**config.mk**
```make
export PLATFORM = sky130hd
export DESIGN_NAME = eth_core_reset_flat
export DESIGN_NICKNAME = d
export VERILOG_FILES = /design/src/hdl/eth_reset_pkg.sv /design/src/hdl/eth_reset_if.sv /design/src/hdl/eth_core_reset.sv /design/src/flat_wrapper.sv
export SDC_FILE = /design/constraint.sdc
export NUM_CORES = 1
export LEC_CHECK = 0
export BUFFER_PORTS_ARGS = -buffer_cell sky130_fd_sc_hd__buf_2
export CAP_MARGIN = 20
export CELL_PAD_IN_SITES_DETAIL_PLACEMENT = 0
export CELL_PAD_IN_SITES_GLOBAL_PLACEMENT = 2
export CORE_MARGIN = 8
export CORE_UTILIZATION = 36
export CTS_BUF_LIST = sky130_fd_sc_hd__clkbuf_4 sky130_fd_sc_hd__clkbuf_8 sky130_fd_sc_hd__clkbuf_16
export CTS_CLUSTER_SIZE = 12
export DETAILED_ROUTE_END_ITERATION = 8
export GPL_ROUTABILITY_DRIVEN = 0
export PLACE_DENSITY = 0.83
export SLEW_MARGIN = 20
export SYNTH_ARGS = -nofsm -noshare
export SYNTH_HDL_FRONTEND = slang
export SYNTH_SLANG_ARGS = --single-unit
```
**constraint.sdc**
```tcl
create_clock -name clk_i -period 2.2 [get_ports clk_i]
set_input_delay 0 -clock clk_i [delete_from_list [all_inputs] [get_ports clk_i]]
set_output_delay 0 -clock clk_i [all_outputs]
set_load 0.1 [all_outputs]
```
**src/hdl/eth_reset_pkg.sv**
```systemverilog
// constants and types shared by the reset handshake ends
// How it works
// - all resets enter asynchronously, synchronized before use
// - full reset holds both paths, then acknowledges
// - transmit reset held until transmit acknowledge
// - receive reset held until receive acknowledge
// - configuration reset clears the configuration domain
// - controller asserts configuration reset until clock stable
// - pause training and wait before configuration reset
// - acknowledges active low; full held until acknowledged
// - lanes stable up when transmit usable, else down
// - receive ready up when receive usable, else down
// - full released only after path resets; acknowledge drops
// - path acknowledges also drop, order not guaranteed
// - both statuses rise once fully out of reset
// - transmit reset drops status, then acknowledges
// - receive reset drops status, then acknowledges
// - full reset drops both statuses, then acknowledges
// - full reset needed at startup; core counters and statuses stay undefined until the first full reset
// - cadence toggling before lanes stable rises
// - alignment markers inserted before lanes stable rises
// - hold configuration reset several clock cycles
// - configuration accesses served only outside configuration reset
// - receive MAC in reset keeps transmit ready low
// - no reset clears the hard control registers
package eth_reset_pkg;
  localparam int unsigned SYNC_STAGES    = 2;
  localparam int unsigned ACK_DELAY      = 4;
  localparam int unsigned READY_DELAY    = 8;
  localparam int unsigned CFG_HOLD       = 8;
  localparam int unsigned CNT_W          = 8;
  localparam logic [CNT_W-1:0] CNT_ZERO  = 8'h00;
  localparam logic [CNT_W-1:0] CNT_ONE   = 8'h01;
  localparam logic [1:0] SYNC_CLEAR      = 2'h0;
  localparam logic [1:0] SYNC_SET        = 2'h3;

  typedef enum logic [4:0] {
    CTL_INIT     = 5'h01,
    CTL_FULL_REL = 5'h02,
    CTL_RUN      = 5'h04,
    CTL_WAIT_ACK = 5'h08,
    CTL_CFG      = 5'h10
  } ctl_state_t;
endpackage
```
**src/hdl/eth_reset_if.sv**
```systemverilog
// interface joining the core and the reset controller
`timescale 1ns/1ps
interface eth_reset_if;
  logic full_rst_n;
  logic tx_rst_n;
  logic rx_rst_n;
  logic cfg_rst;
  logic full_ack_n;
  logic tx_ack_n;
  logic rx_ack_n;
  logic tx_lanes_stable;
  logic rx_ready;
  logic training_hold_request;
  logic training_held_flag;

  modport core (
    input  full_rst_n, tx_rst_n, rx_rst_n, cfg_rst, training_hold_request,
    output full_ack_n, tx_ack_n, rx_ack_n, tx_lanes_stable, rx_ready, training_held_flag
  );
  modport ctrl (
    output full_rst_n, tx_rst_n, rx_rst_n, cfg_rst, training_hold_request,
    input  full_ack_n, tx_ack_n, rx_ack_n, tx_lanes_stable, rx_ready, training_held_flag
  );
endinterface

```
**src/hdl/eth_core_reset.sv**
```systemverilog
// core end: reset synchronizers, acknowledges and ready statuses
`timescale 1ns/1ps
module eth_core_reset #(
  parameter int unsigned ACK_CYCLES   = eth_reset_pkg::ACK_DELAY,
  parameter int unsigned READY_CYCLES = eth_reset_pkg::READY_DELAY
) (
  input  wire logic  clk_i,
  eth_reset_if.core  link,
  input  wire logic  autoneg_and_training_i,
  input  wire logic  cfg_req_i,
  input  wire logic  hard_ctrl_wr_i,
  input  wire logic  [7:0] hard_ctrl_data_i,
  output logic       cfg_ack_o,
  output logic       [7:0] hard_ctrl_o,
  output logic       [7:0] soft_ctrl_o,
  output logic       tx_mac_ready_o
);
  import eth_reset_pkg::*;

  // ************************************************************
  // parameter checks
  // ************************************************************
  if (ACK_CYCLES < 1 || ACK_CYCLES > 2**CNT_W - 1)
  begin : g_bad_ack
    $error("ack cycle count out of range");
  end
  if (READY_CYCLES < 1 || READY_CYCLES > 2**CNT_W - 1)
  begin : g_bad_ready
    $error("ready cycle count out of range");
  end

  // ************************************************************
  // reset synchronizers
  // ************************************************************
  logic [1:0] full_sync;
  logic [1:0] tx_sync;
  logic [1:0] rx_sync;
  logic [1:0] cfg_sync;
  wire  full_in = ~link.full_rst_n;
  wire  tx_in   = ~link.tx_rst_n;
  wire  rx_in   = ~link.rx_rst_n;
  wire  cfg_in  = link.cfg_rst;

  always_ff @(posedge clk_i or posedge full_in)
  begin
    if (full_in)
      full_sync <= SYNC_SET;
    else
      full_sync <= {full_sync[0], 1'b0};
  end

  always_ff @(posedge clk_i or posedge tx_in)
  begin
    if (tx_in)
      tx_sync <= SYNC_SET;
    else
      tx_sync <= {tx_sync[0], 1'b0};
  end

  always_ff @(posedge clk_i or posedge rx_in)
  begin
    if (rx_in)
      rx_sync <= SYNC_SET;
    else
      rx_sync <= {rx_sync[0], 1'b0};
  end

  always_ff @(posedge clk_i or posedge cfg_in)
  begin
    if (cfg_in)
      cfg_sync <= SYNC_SET;
    else
      cfg_sync <= {cfg_sync[0], 1'b0};
  end

  wire full_r = full_sync[1];
  wire tx_r   = tx_sync[1] | full_r;
  wire rx_r   = rx_sync[1] | full_r;
  wire cfg_r  = cfg_sync[1];

  // ************************************************************
  // state
  // ************************************************************
  typedef struct packed {
    logic             full_ack_n;
    logic             tx_ack_n;
    logic             rx_ack_n;
    logic             tx_stable;
    logic             rx_ready;
    logic [CNT_W-1:0] tx_cnt;
    logic [CNT_W-1:0] rx_cnt;
    logic [CNT_W-1:0] full_cnt;
    logic [7:0]       soft_ctrl;
    logic             held;
    logic             cfg_ack;
    logic             mac_ready;
    logic             tx_seen;
    logic             rx_seen;
    logic             full_seen;
    logic [7:0]       hard_ctrl;
  } core_t;

  core_t cur;
  core_t next_cur;

  // ************************************************************
  // helpers
  // ************************************************************

  function automatic logic [CNT_W-1:0] count_up(input logic [CNT_W-1:0] c,
                                                 input int unsigned lim);
    count_up = (c == CNT_W'(lim)) ? c : c + CNT_ONE;
  endfunction

  // ************************************************************
  // next state
  // ************************************************************
  always_comb
  begin
    next_cur = cur;
    // ********************************************************
    // transmit path: status falls first, acknowledge after the delay
    // ********************************************************
    if (tx_r)
    begin
      next_cur.tx_stable = 1'b0;
      // first cycle of a reset starts the count from a known value
      next_cur.tx_cnt    = (!cur.tx_seen || cur.tx_stable) ? CNT_ZERO
                           : count_up(cur.tx_cnt, ACK_CYCLES);
      if (!cur.tx_stable && cur.tx_cnt == CNT_W'(ACK_CYCLES))
        next_cur.tx_ack_n = 1'b0;
    end
    else
    begin
      next_cur.tx_ack_n = 1'b1;
      next_cur.tx_cnt   = (cur.tx_ack_n) ? count_up(cur.tx_cnt, READY_CYCLES) : CNT_ZERO;
      next_cur.tx_stable = cur.tx_ack_n && cur.tx_cnt == CNT_W'(READY_CYCLES)
                           && !autoneg_and_training_i;
    end
    // ********************************************************
    // receive path: status falls first, acknowledge after the delay
    // ********************************************************
    if (rx_r)
    begin
      next_cur.rx_ready = 1'b0;
      next_cur.rx_cnt   = (!cur.rx_seen || cur.rx_ready) ? CNT_ZERO
                          : count_up(cur.rx_cnt, ACK_CYCLES);
      if (!cur.rx_ready && cur.rx_cnt == CNT_W'(ACK_CYCLES))
        next_cur.rx_ack_n = 1'b0;
    end
    else
    begin
      next_cur.rx_ack_n = 1'b1;
      next_cur.rx_cnt   = (cur.rx_ack_n) ? count_up(cur.rx_cnt, READY_CYCLES) : CNT_ZERO;
      next_cur.rx_ready = cur.rx_ack_n && cur.rx_cnt == CNT_W'(READY_CYCLES)
                          && !autoneg_and_training_i;
    end
    // ********************************************************
    // full acknowledge waits for both statuses to be down
    // ********************************************************
    if (full_r)
    begin
      next_cur.full_cnt = (!cur.full_seen || cur.tx_stable || cur.rx_ready) ? CNT_ZERO
                          : count_up(cur.full_cnt, ACK_CYCLES);
      if (cur.full_cnt == CNT_W'(ACK_CYCLES))
        next_cur.full_ack_n = 1'b0;
    end
    else
    begin
      next_cur.full_cnt   = CNT_ZERO;
      next_cur.full_ack_n = 1'b1;
    end
    next_cur.mac_ready = cur.tx_stable && !rx_r;
    next_cur.tx_seen   = tx_r;
    next_cur.rx_seen   = rx_r;
    next_cur.full_seen = full_r;
    // ********************************************************
    // configuration domain
    // ********************************************************
    if (cfg_r)
    begin
      next_cur.soft_ctrl = '0;
      next_cur.held      = 1'b0;
      next_cur.cfg_ack   = 1'b0;
    end
    else
    begin
      next_cur.held    = link.training_hold_request;
      next_cur.cfg_ack = cfg_req_i;
      if (cfg_req_i)
        next_cur.soft_ctrl = hard_ctrl_data_i;
    end
    // hard control register is cleared by no reset
    if (hard_ctrl_wr_i && !cfg_r)
      next_cur.hard_ctrl = hard_ctrl_data_i;
  end

  // ************************************************************
  // state register, cleared only through the link resets
  // ************************************************************
  always_ff @(posedge clk_i)
  begin
    cur <= next_cur;
  end

  // ************************************************************
  // outputs
  // ************************************************************
  assign link.full_ack_n         = cur.full_ack_n;
  assign link.tx_ack_n           = cur.tx_ack_n;
  assign link.rx_ack_n           = cur.rx_ack_n;
  assign link.tx_lanes_stable    = cur.tx_stable;
  assign link.rx_ready           = cur.rx_ready;
  assign link.training_held_flag = cur.held;
  assign cfg_ack_o      = cur.cfg_ack;
  assign hard_ctrl_o    = cur.hard_ctrl;
  assign soft_ctrl_o    = cur.soft_ctrl;
  assign tx_mac_ready_o = cur.mac_ready;
endmodule

```
**src/flat_wrapper.sv**
```systemverilog
// flat-port wrapper written by rule: the top's interface ports become plain ports
module eth_core_reset_flat import eth_reset_pkg::*;
#(
  parameter int unsigned ACK_CYCLES   = eth_reset_pkg::ACK_DELAY,
  parameter int unsigned READY_CYCLES = eth_reset_pkg::READY_DELAY
)
  (clk_i, autoneg_and_training_i, cfg_req_i, hard_ctrl_wr_i, hard_ctrl_data_i, cfg_ack_o, hard_ctrl_o, soft_ctrl_o, tx_mac_ready_o, link_full_rst_n, link_tx_rst_n, link_rx_rst_n, link_cfg_rst, link_training_hold_request, link_full_ack_n, link_tx_ack_n, link_rx_ack_n, link_tx_lanes_stable, link_rx_ready, link_training_held_flag);
  eth_reset_if link_i ();
  input  wire logic clk_i;
  input  wire logic autoneg_and_training_i;
  input  wire logic cfg_req_i;
  input  wire logic hard_ctrl_wr_i;
  input  wire logic  [7:0] hard_ctrl_data_i;
  output logic cfg_ack_o;
  output logic       [7:0] hard_ctrl_o;
  output logic       [7:0] soft_ctrl_o;
  output logic tx_mac_ready_o;
  input wire logic [$bits(link_i.full_rst_n)-1:0] link_full_rst_n;
  input wire logic [$bits(link_i.tx_rst_n)-1:0] link_tx_rst_n;
  input wire logic [$bits(link_i.rx_rst_n)-1:0] link_rx_rst_n;
  input wire logic [$bits(link_i.cfg_rst)-1:0] link_cfg_rst;
  input wire logic [$bits(link_i.training_hold_request)-1:0] link_training_hold_request;
  output wire logic [$bits(link_i.full_ack_n)-1:0] link_full_ack_n;
  output wire logic [$bits(link_i.tx_ack_n)-1:0] link_tx_ack_n;
  output wire logic [$bits(link_i.rx_ack_n)-1:0] link_rx_ack_n;
  output wire logic [$bits(link_i.tx_lanes_stable)-1:0] link_tx_lanes_stable;
  output wire logic [$bits(link_i.rx_ready)-1:0] link_rx_ready;
  output wire logic [$bits(link_i.training_held_flag)-1:0] link_training_held_flag;
  assign link_i.full_rst_n = link_full_rst_n;
  assign link_i.tx_rst_n = link_tx_rst_n;
  assign link_i.rx_rst_n = link_rx_rst_n;
  assign link_i.cfg_rst = link_cfg_rst;
  assign link_i.training_hold_request = link_training_hold_request;
  assign link_full_ack_n = link_i.full_ack_n;
  assign link_tx_ack_n = link_i.tx_ack_n;
  assign link_rx_ack_n = link_i.rx_ack_n;
  assign link_tx_lanes_stable = link_i.tx_lanes_stable;
  assign link_rx_ready = link_i.rx_ready;
  assign link_training_held_flag = link_i.training_held_flag;
  eth_core_reset #(.ACK_CYCLES(ACK_CYCLES), .READY_CYCLES(READY_CYCLES)) u_core (.clk_i(clk_i), .link(link_i), .autoneg_and_training_i(autoneg_and_training_i), .cfg_req_i(cfg_req_i), .hard_ctrl_wr_i(hard_ctrl_wr_i), .hard_ctrl_data_i(hard_ctrl_data_i), .cfg_ack_o(cfg_ack_o), .hard_ctrl_o(hard_ctrl_o), .soft_ctrl_o(soft_ctrl_o), .tx_mac_ready_o(tx_mac_ready_o));
endmodule
```
-- After elaboration in Yosys (flattened, before gate mapping)
Cells that the tools add are included.
Widths: inputs -> output; s select.
- eq/ne operators: 9
- multiplexer cells: 10
- reductions and logical operators: 23
- add/subtract/negate cells: 3
- bitwise operators: 3
- operators with widths (kind ; number):
    $mux 8 ; 10
    $add 8x1->8 const B ; 3
    $eq 8x3->1 const B ; 3
    $eq 8x4->1 const B ; 2
    $logic_and 1x1->1 ; 8
    $logic_not 1->1 ; 8
    $ne 3x2->1 const B ; 2
    $ne 3x3->1 const B ; 2
    $logic_or 1x1->1 ; 4
    $reduce_and 2->1 ; 2
    $or 1x1->1 ; 2
    $reduce_or 2->1 ; 1
    $not 1->1 ; 1
- word-level logic and storage cells: 68
- output and inout port bits: 24
- register bits: 59

-- Depth between registers and ports, before layout
- depth in word-level cells: 4
- gate-level depth with buffers: 5
- depth with buffers taken out: 5

-- Worst setup path after synthesis
No wires, ideal clock.
- path kind: register to register
- start point: reg u_core.cur (netlist bit u_core.link.tx_lanes_stable)
- end point: reg u_core.cur[38] in the netlist's numbering (enable)
- stages on the path, launching flop included: 4
- clock period less this slack: 2.273 ns
- data arrival time: 1.889 ns
- path buffers: 0
- setup slack: -0.073 ns
- cells stage by stage: dfxtp_1 > nor2b_1 > nor3b_1 > o21ai_0
- cells in the longest elaborated chain, start to end: 3
- ends and longest elaborated chain (what ; RTL line ; source):
    start, declared ; eth_core_reset.sv:103 ; core_t cur;
    start signal, assigned ; eth_core_reset.sv:203 ; cur <= next_cur;
    $logic_or 1x1->1 ; eth_core_reset.sv:128 ; next_cur.tx_cnt = (!cur.tx_seen || cur.tx_stable) ? CNT_ZERO
    $ne 3x3->1 (no source line) ; - ;
    $reduce_and 2->1 (no source line) ; - ;
Every way passes these cells.
A chain may end at the register's enable or synchronous reset.

-- Final worst setup path
- start point: reg u_core.full_sync[1]
- end point: reg u_core.cur[33] in the netlist's numbering (enable)
- cells in the longest elaborated chain, start to end: 3
- elaborated cells between the ends (all ways): 4
- those cells by class: 2 x eq/ne; 1 x bitwise; 1 x reduce/logical
- ends and longest elaborated chain (what ; RTL line ; source):
    start, declared ; eth_core_reset.sv:35 ; logic [1:0] full_sync;
    start signal, assigned ; eth_core_reset.sv:49 ; full_sync <= {full_sync[0], 1'b0};
    $or 1x1->1 (*) ; eth_core_reset.sv:78 ; wire rx_r = rx_sync[1] | full_r;
    $ne 3x3->1 (no source line) / $ne 3x2->1 (equally long branches) ; - ;
    $reduce_and 2->1 (no source line) (*) ; - ;
Every way passes the cells marked *; elsewhere a longest branch is shown, timed or not.

==> summary.md <==
| Metric | Value |
|---|---|
| Status | complete, no violations |
| Drt initial violations | between 50 and 60 |
| Fin. max-slew vios | 0 |
| Die Wd | 99.58 µm |
| Die height | 99.58 µm |
| Peak VDD IR | 575.3 µV |
| Routing usage on met1 | 0.1299 |
| Vias | between 1500 and 2000 |
| R2r setup slk | 0.41 ns |
| Crit path DAT | between 1.5 and 2 ns |
| CTS Root Cell | clkbuf_8 |
| CP Class | reg -> reg |
| M2 GR Usage | 0.1648 |
| Critical path startpoint category | flip-flop |
| Setup TNS | 0 ns |
| Leakage power | 1.286 nW |
| RSZ-0062 raised after global routing | false |
| Number of CTS-inserted buffers | 9 |
| Clock Skews | 0.009408 ns |
| Cell Chain, Critical Path | nor2_1 -> and4b_2 -> o21ai_1 |
| IO Pins | 41 |
| Hold Crit Class | in -> reg |
| Residual DRC count | 0 |
| # diodes | 0 |
| Synth cell types | 38 |
| Fillers | between 600 and 700 |
| Longest Clk Path Bufs | 2 |
| Gr usage total | 0.1086 |
| Detail Placement HPWL | 3453 µm |
| Vias in the first global route | 1736 |
| Routed Antenna Nets | 0 |
| Cells after synthesis | between 200 and 250 |
| Crit. Startpoint | u_core.full_sync[1] |
| Reg-to-reg startpoint | u_core.full_sync[1] |
| Most frequent cells in the layout | 40 x buf_2, 25 x dfxtp_1, 24 x edfxtp_1 |
| Core ar. | 6794 µm² |
| Clock sink count | 59 |
| Vias per cell | 4.505 |
| Avg Cell Area, Syn | 11.23 µm² |
| Slowest cell on crit path | o21ai_1 |
| Final Hold Fails | 0 |
| Busiest grt layer | met2 |
| Final Setup Violations | 0 |
| Power consumption | 3.455 mW |
| Layout area overhead | 23.28% |
| Synth async-reset ratio | 0.1356 |
| Total grt overflow | 0 |
| Mapped cell area | 2515 µm² |
| CTS tree | done |
| Final core occ | 0.4564 |
| Commonest non-fill, non-tap cell in the layout | buf_2 |
| Clock slew at reported path FFs | 0.07 ns |
| Clock power frac | 0.315 |
| Initial antenna violation count | 0 |
| WP data required | 2.16 ns |
| Global-route wire length before repair | 8397 µm |
| Sequential share of power | 0.458 |
| Final instance area | between 3000 and 4000 µm² |
| WL/cell | 12.81 µm |
| Synth warn | 0 |
| Clk_lat worst skew | between 0.3 and 0.4 ns |
| Pin count of the biggest net entering global routing | 12 |
| Seq cells post-synth | 59 |
| Actual slew at the worst max-slew pin | 0.7408 ns |
| Max frequency | 559.8 MHz |
| FP Rows | 30 |
| Int Pwr | 2.312 mW |
| Pre-antenna DRT Iters | 4 |
| Psw | 1.143 mW |
| Number of setup buffers added after CTS | 0 |
| Fin nets | 300 |
| Sw frac | 0.3307 |
| Starting density of the core | 0.3702 |
| Crit path largest cell delay | ~0.57 ns |
| CTS resizes | 0 |
| Pwr/cell area | 1114 nW/µm² |
| Share of layout cells above drive strength 1 | 0.2660 |
| Slew headroom | 0.5051 |
| Gate power share | 0.227 |
| Post-synth EDFFs | 24 |
| Max Cap Viol | 0 |
| Part of the cycle the worst path needs | 0.8120 |
| CP Max Fanout | 8 |
| Ys flop type | dfxtp_1 |
| Hold_sp | cfg_req_i |
| Die area | 9916 µm² |
| GR Layer Usage met3 | 0.04679 |
| Critical path capture point type | flip-flop |
| Post-Route WL | 4842 µm |
| H-tree depth | 3 |
| Minimum clock period | 1.786 ns |
| Seq/Total Area, Yosys | 0.5851 |
| Number of port buffers | 40 |
| Post-Place Cell Area | 2743 µm² |
registers in the layout (all words and copies together), names as in the netlist, 2 cells and up:
| name | cells |
|---|---|
| u_core.cfg_sync | 2 |
| u_core.soft_ctrl_o | 8 |
| u_core.full_sync | 2 |
| u_core.cur | 27 |
| u_core.tx_sync | 2 |
| u_core.rx_sync | 2 |
| u_core.hard_ctrl_o | 8 |
power by group through the flow:
| stage | Clock, mW | Sequential [mW] | Combinational, mW |
|---|---|---|---|
| finish | 1.09 | 1.58 | 0.785 |
| global route | 1.18 | 1.62 | 0.870 |
| CTS | 1.12 | 1.58 | 0.793 |
| floorplan | 0 | 1.68 | 0.511 |
| global placement | 0 | 1.60 | 0.762 |
| detailed placement | 0 | 1.61 | 0.766 |
cell families after synthesis:
kind of cell               Yosys count  synth area share
and+or+nand+nor                     81            0.1801
adders and majority gates            6           0.02985
xor gates and xnor gates             8           0.02786
other                                1          0.001491
DFF                                 59            0.5851
muxes                               10           0.03980
buffers and inverters               29           0.06766
AOI/OAI and AO/OA                   30           0.06817
synthesized netlist by cell type (7+ instances only):
cell / instances / area share
nor2b_1: 7 / 0.017
mux2i_1: 10 / 0.040
nand2_1: 8 / 0.012
dfstp_2: 8 / 0.084
or3_1: 10 / 0.025
nand3_1: 12 / 0.024
edfxtp_1: 24 / 0.29
a21oi_1: 12 / 0.024
nor2_1: 22 / 0.033
o21ai_0: 12 / 0.024
inv_1: 11 / 0.016
dfxtp_1: 27 / 0.21
buf_4: 16 / 0.048
routing by layer:
metal  wire (µm)  vias to the layer above
met5           0                        -
met4          63                        0
met3         202                        5
met2        2353                       28
met1        2222                      797
li1            -                      873
critical path: cells and delay by family (launching register included):
kind,cells,cell delay [ns]
AOI/OAI and AO/OA,1,0.57
DFF,1,0.56
and+or+nand+nor,2,0.28
metrics by stage:
| stage | setup slack [ns] | cells | hold WS [ns] |
|---|---|---|---|
| final | 0.4135 | 378 | 0.05408 |
| after global routing | 0.2969 | 378 | 0.04670 |
| after CTS | 0.04754 | 378 | 0.03290 |
| after detailed placement | 0.06950 | 348 | -0.04167 |
| after global placement | 0.09708 | 348 | -0.04578 |
| after floorplan | 0.09924 | 227 | -0.1478 |
final cells by class:
type | count | area, µm² | area share
inverter | 11 | 41.29 | 0.01332
multi-input combinational | 139 | 884.6 | 0.2853
clock buffer | 10 | 131.4 | 0.04237
tap | 96 | 120.1 | 0.03874
sequential | 59 | 1474 | 0.4754
timing repair buffer | 57 | 362.8 | 0.1170
clock inverter | 6 | 86.33 | 0.02785
path summary, 6_finish.rpt:
path	end	cells after the start
setup / recovery	u_core.cur[33]	3
hold / removal	u_core.cfg_ack_o	2
setup reg to reg	u_core.cur[33]	3
hold reg to reg	u_core.rx_sync[1]	0
max in group asynchronous	u_core.cfg_sync[1]	3
min in group asynchronous	u_core.rx_sync[1]	2
repair_timing:
| item | in CTS | in global routing |
|---|---|---|
| hold endpoints to repair | 27 | 0 |
| endpoints found under the setup margin | 0 | 0 |
| hold buffers | 14 | 0 |
Note: power is estimated with default switching activity, not from simulation.
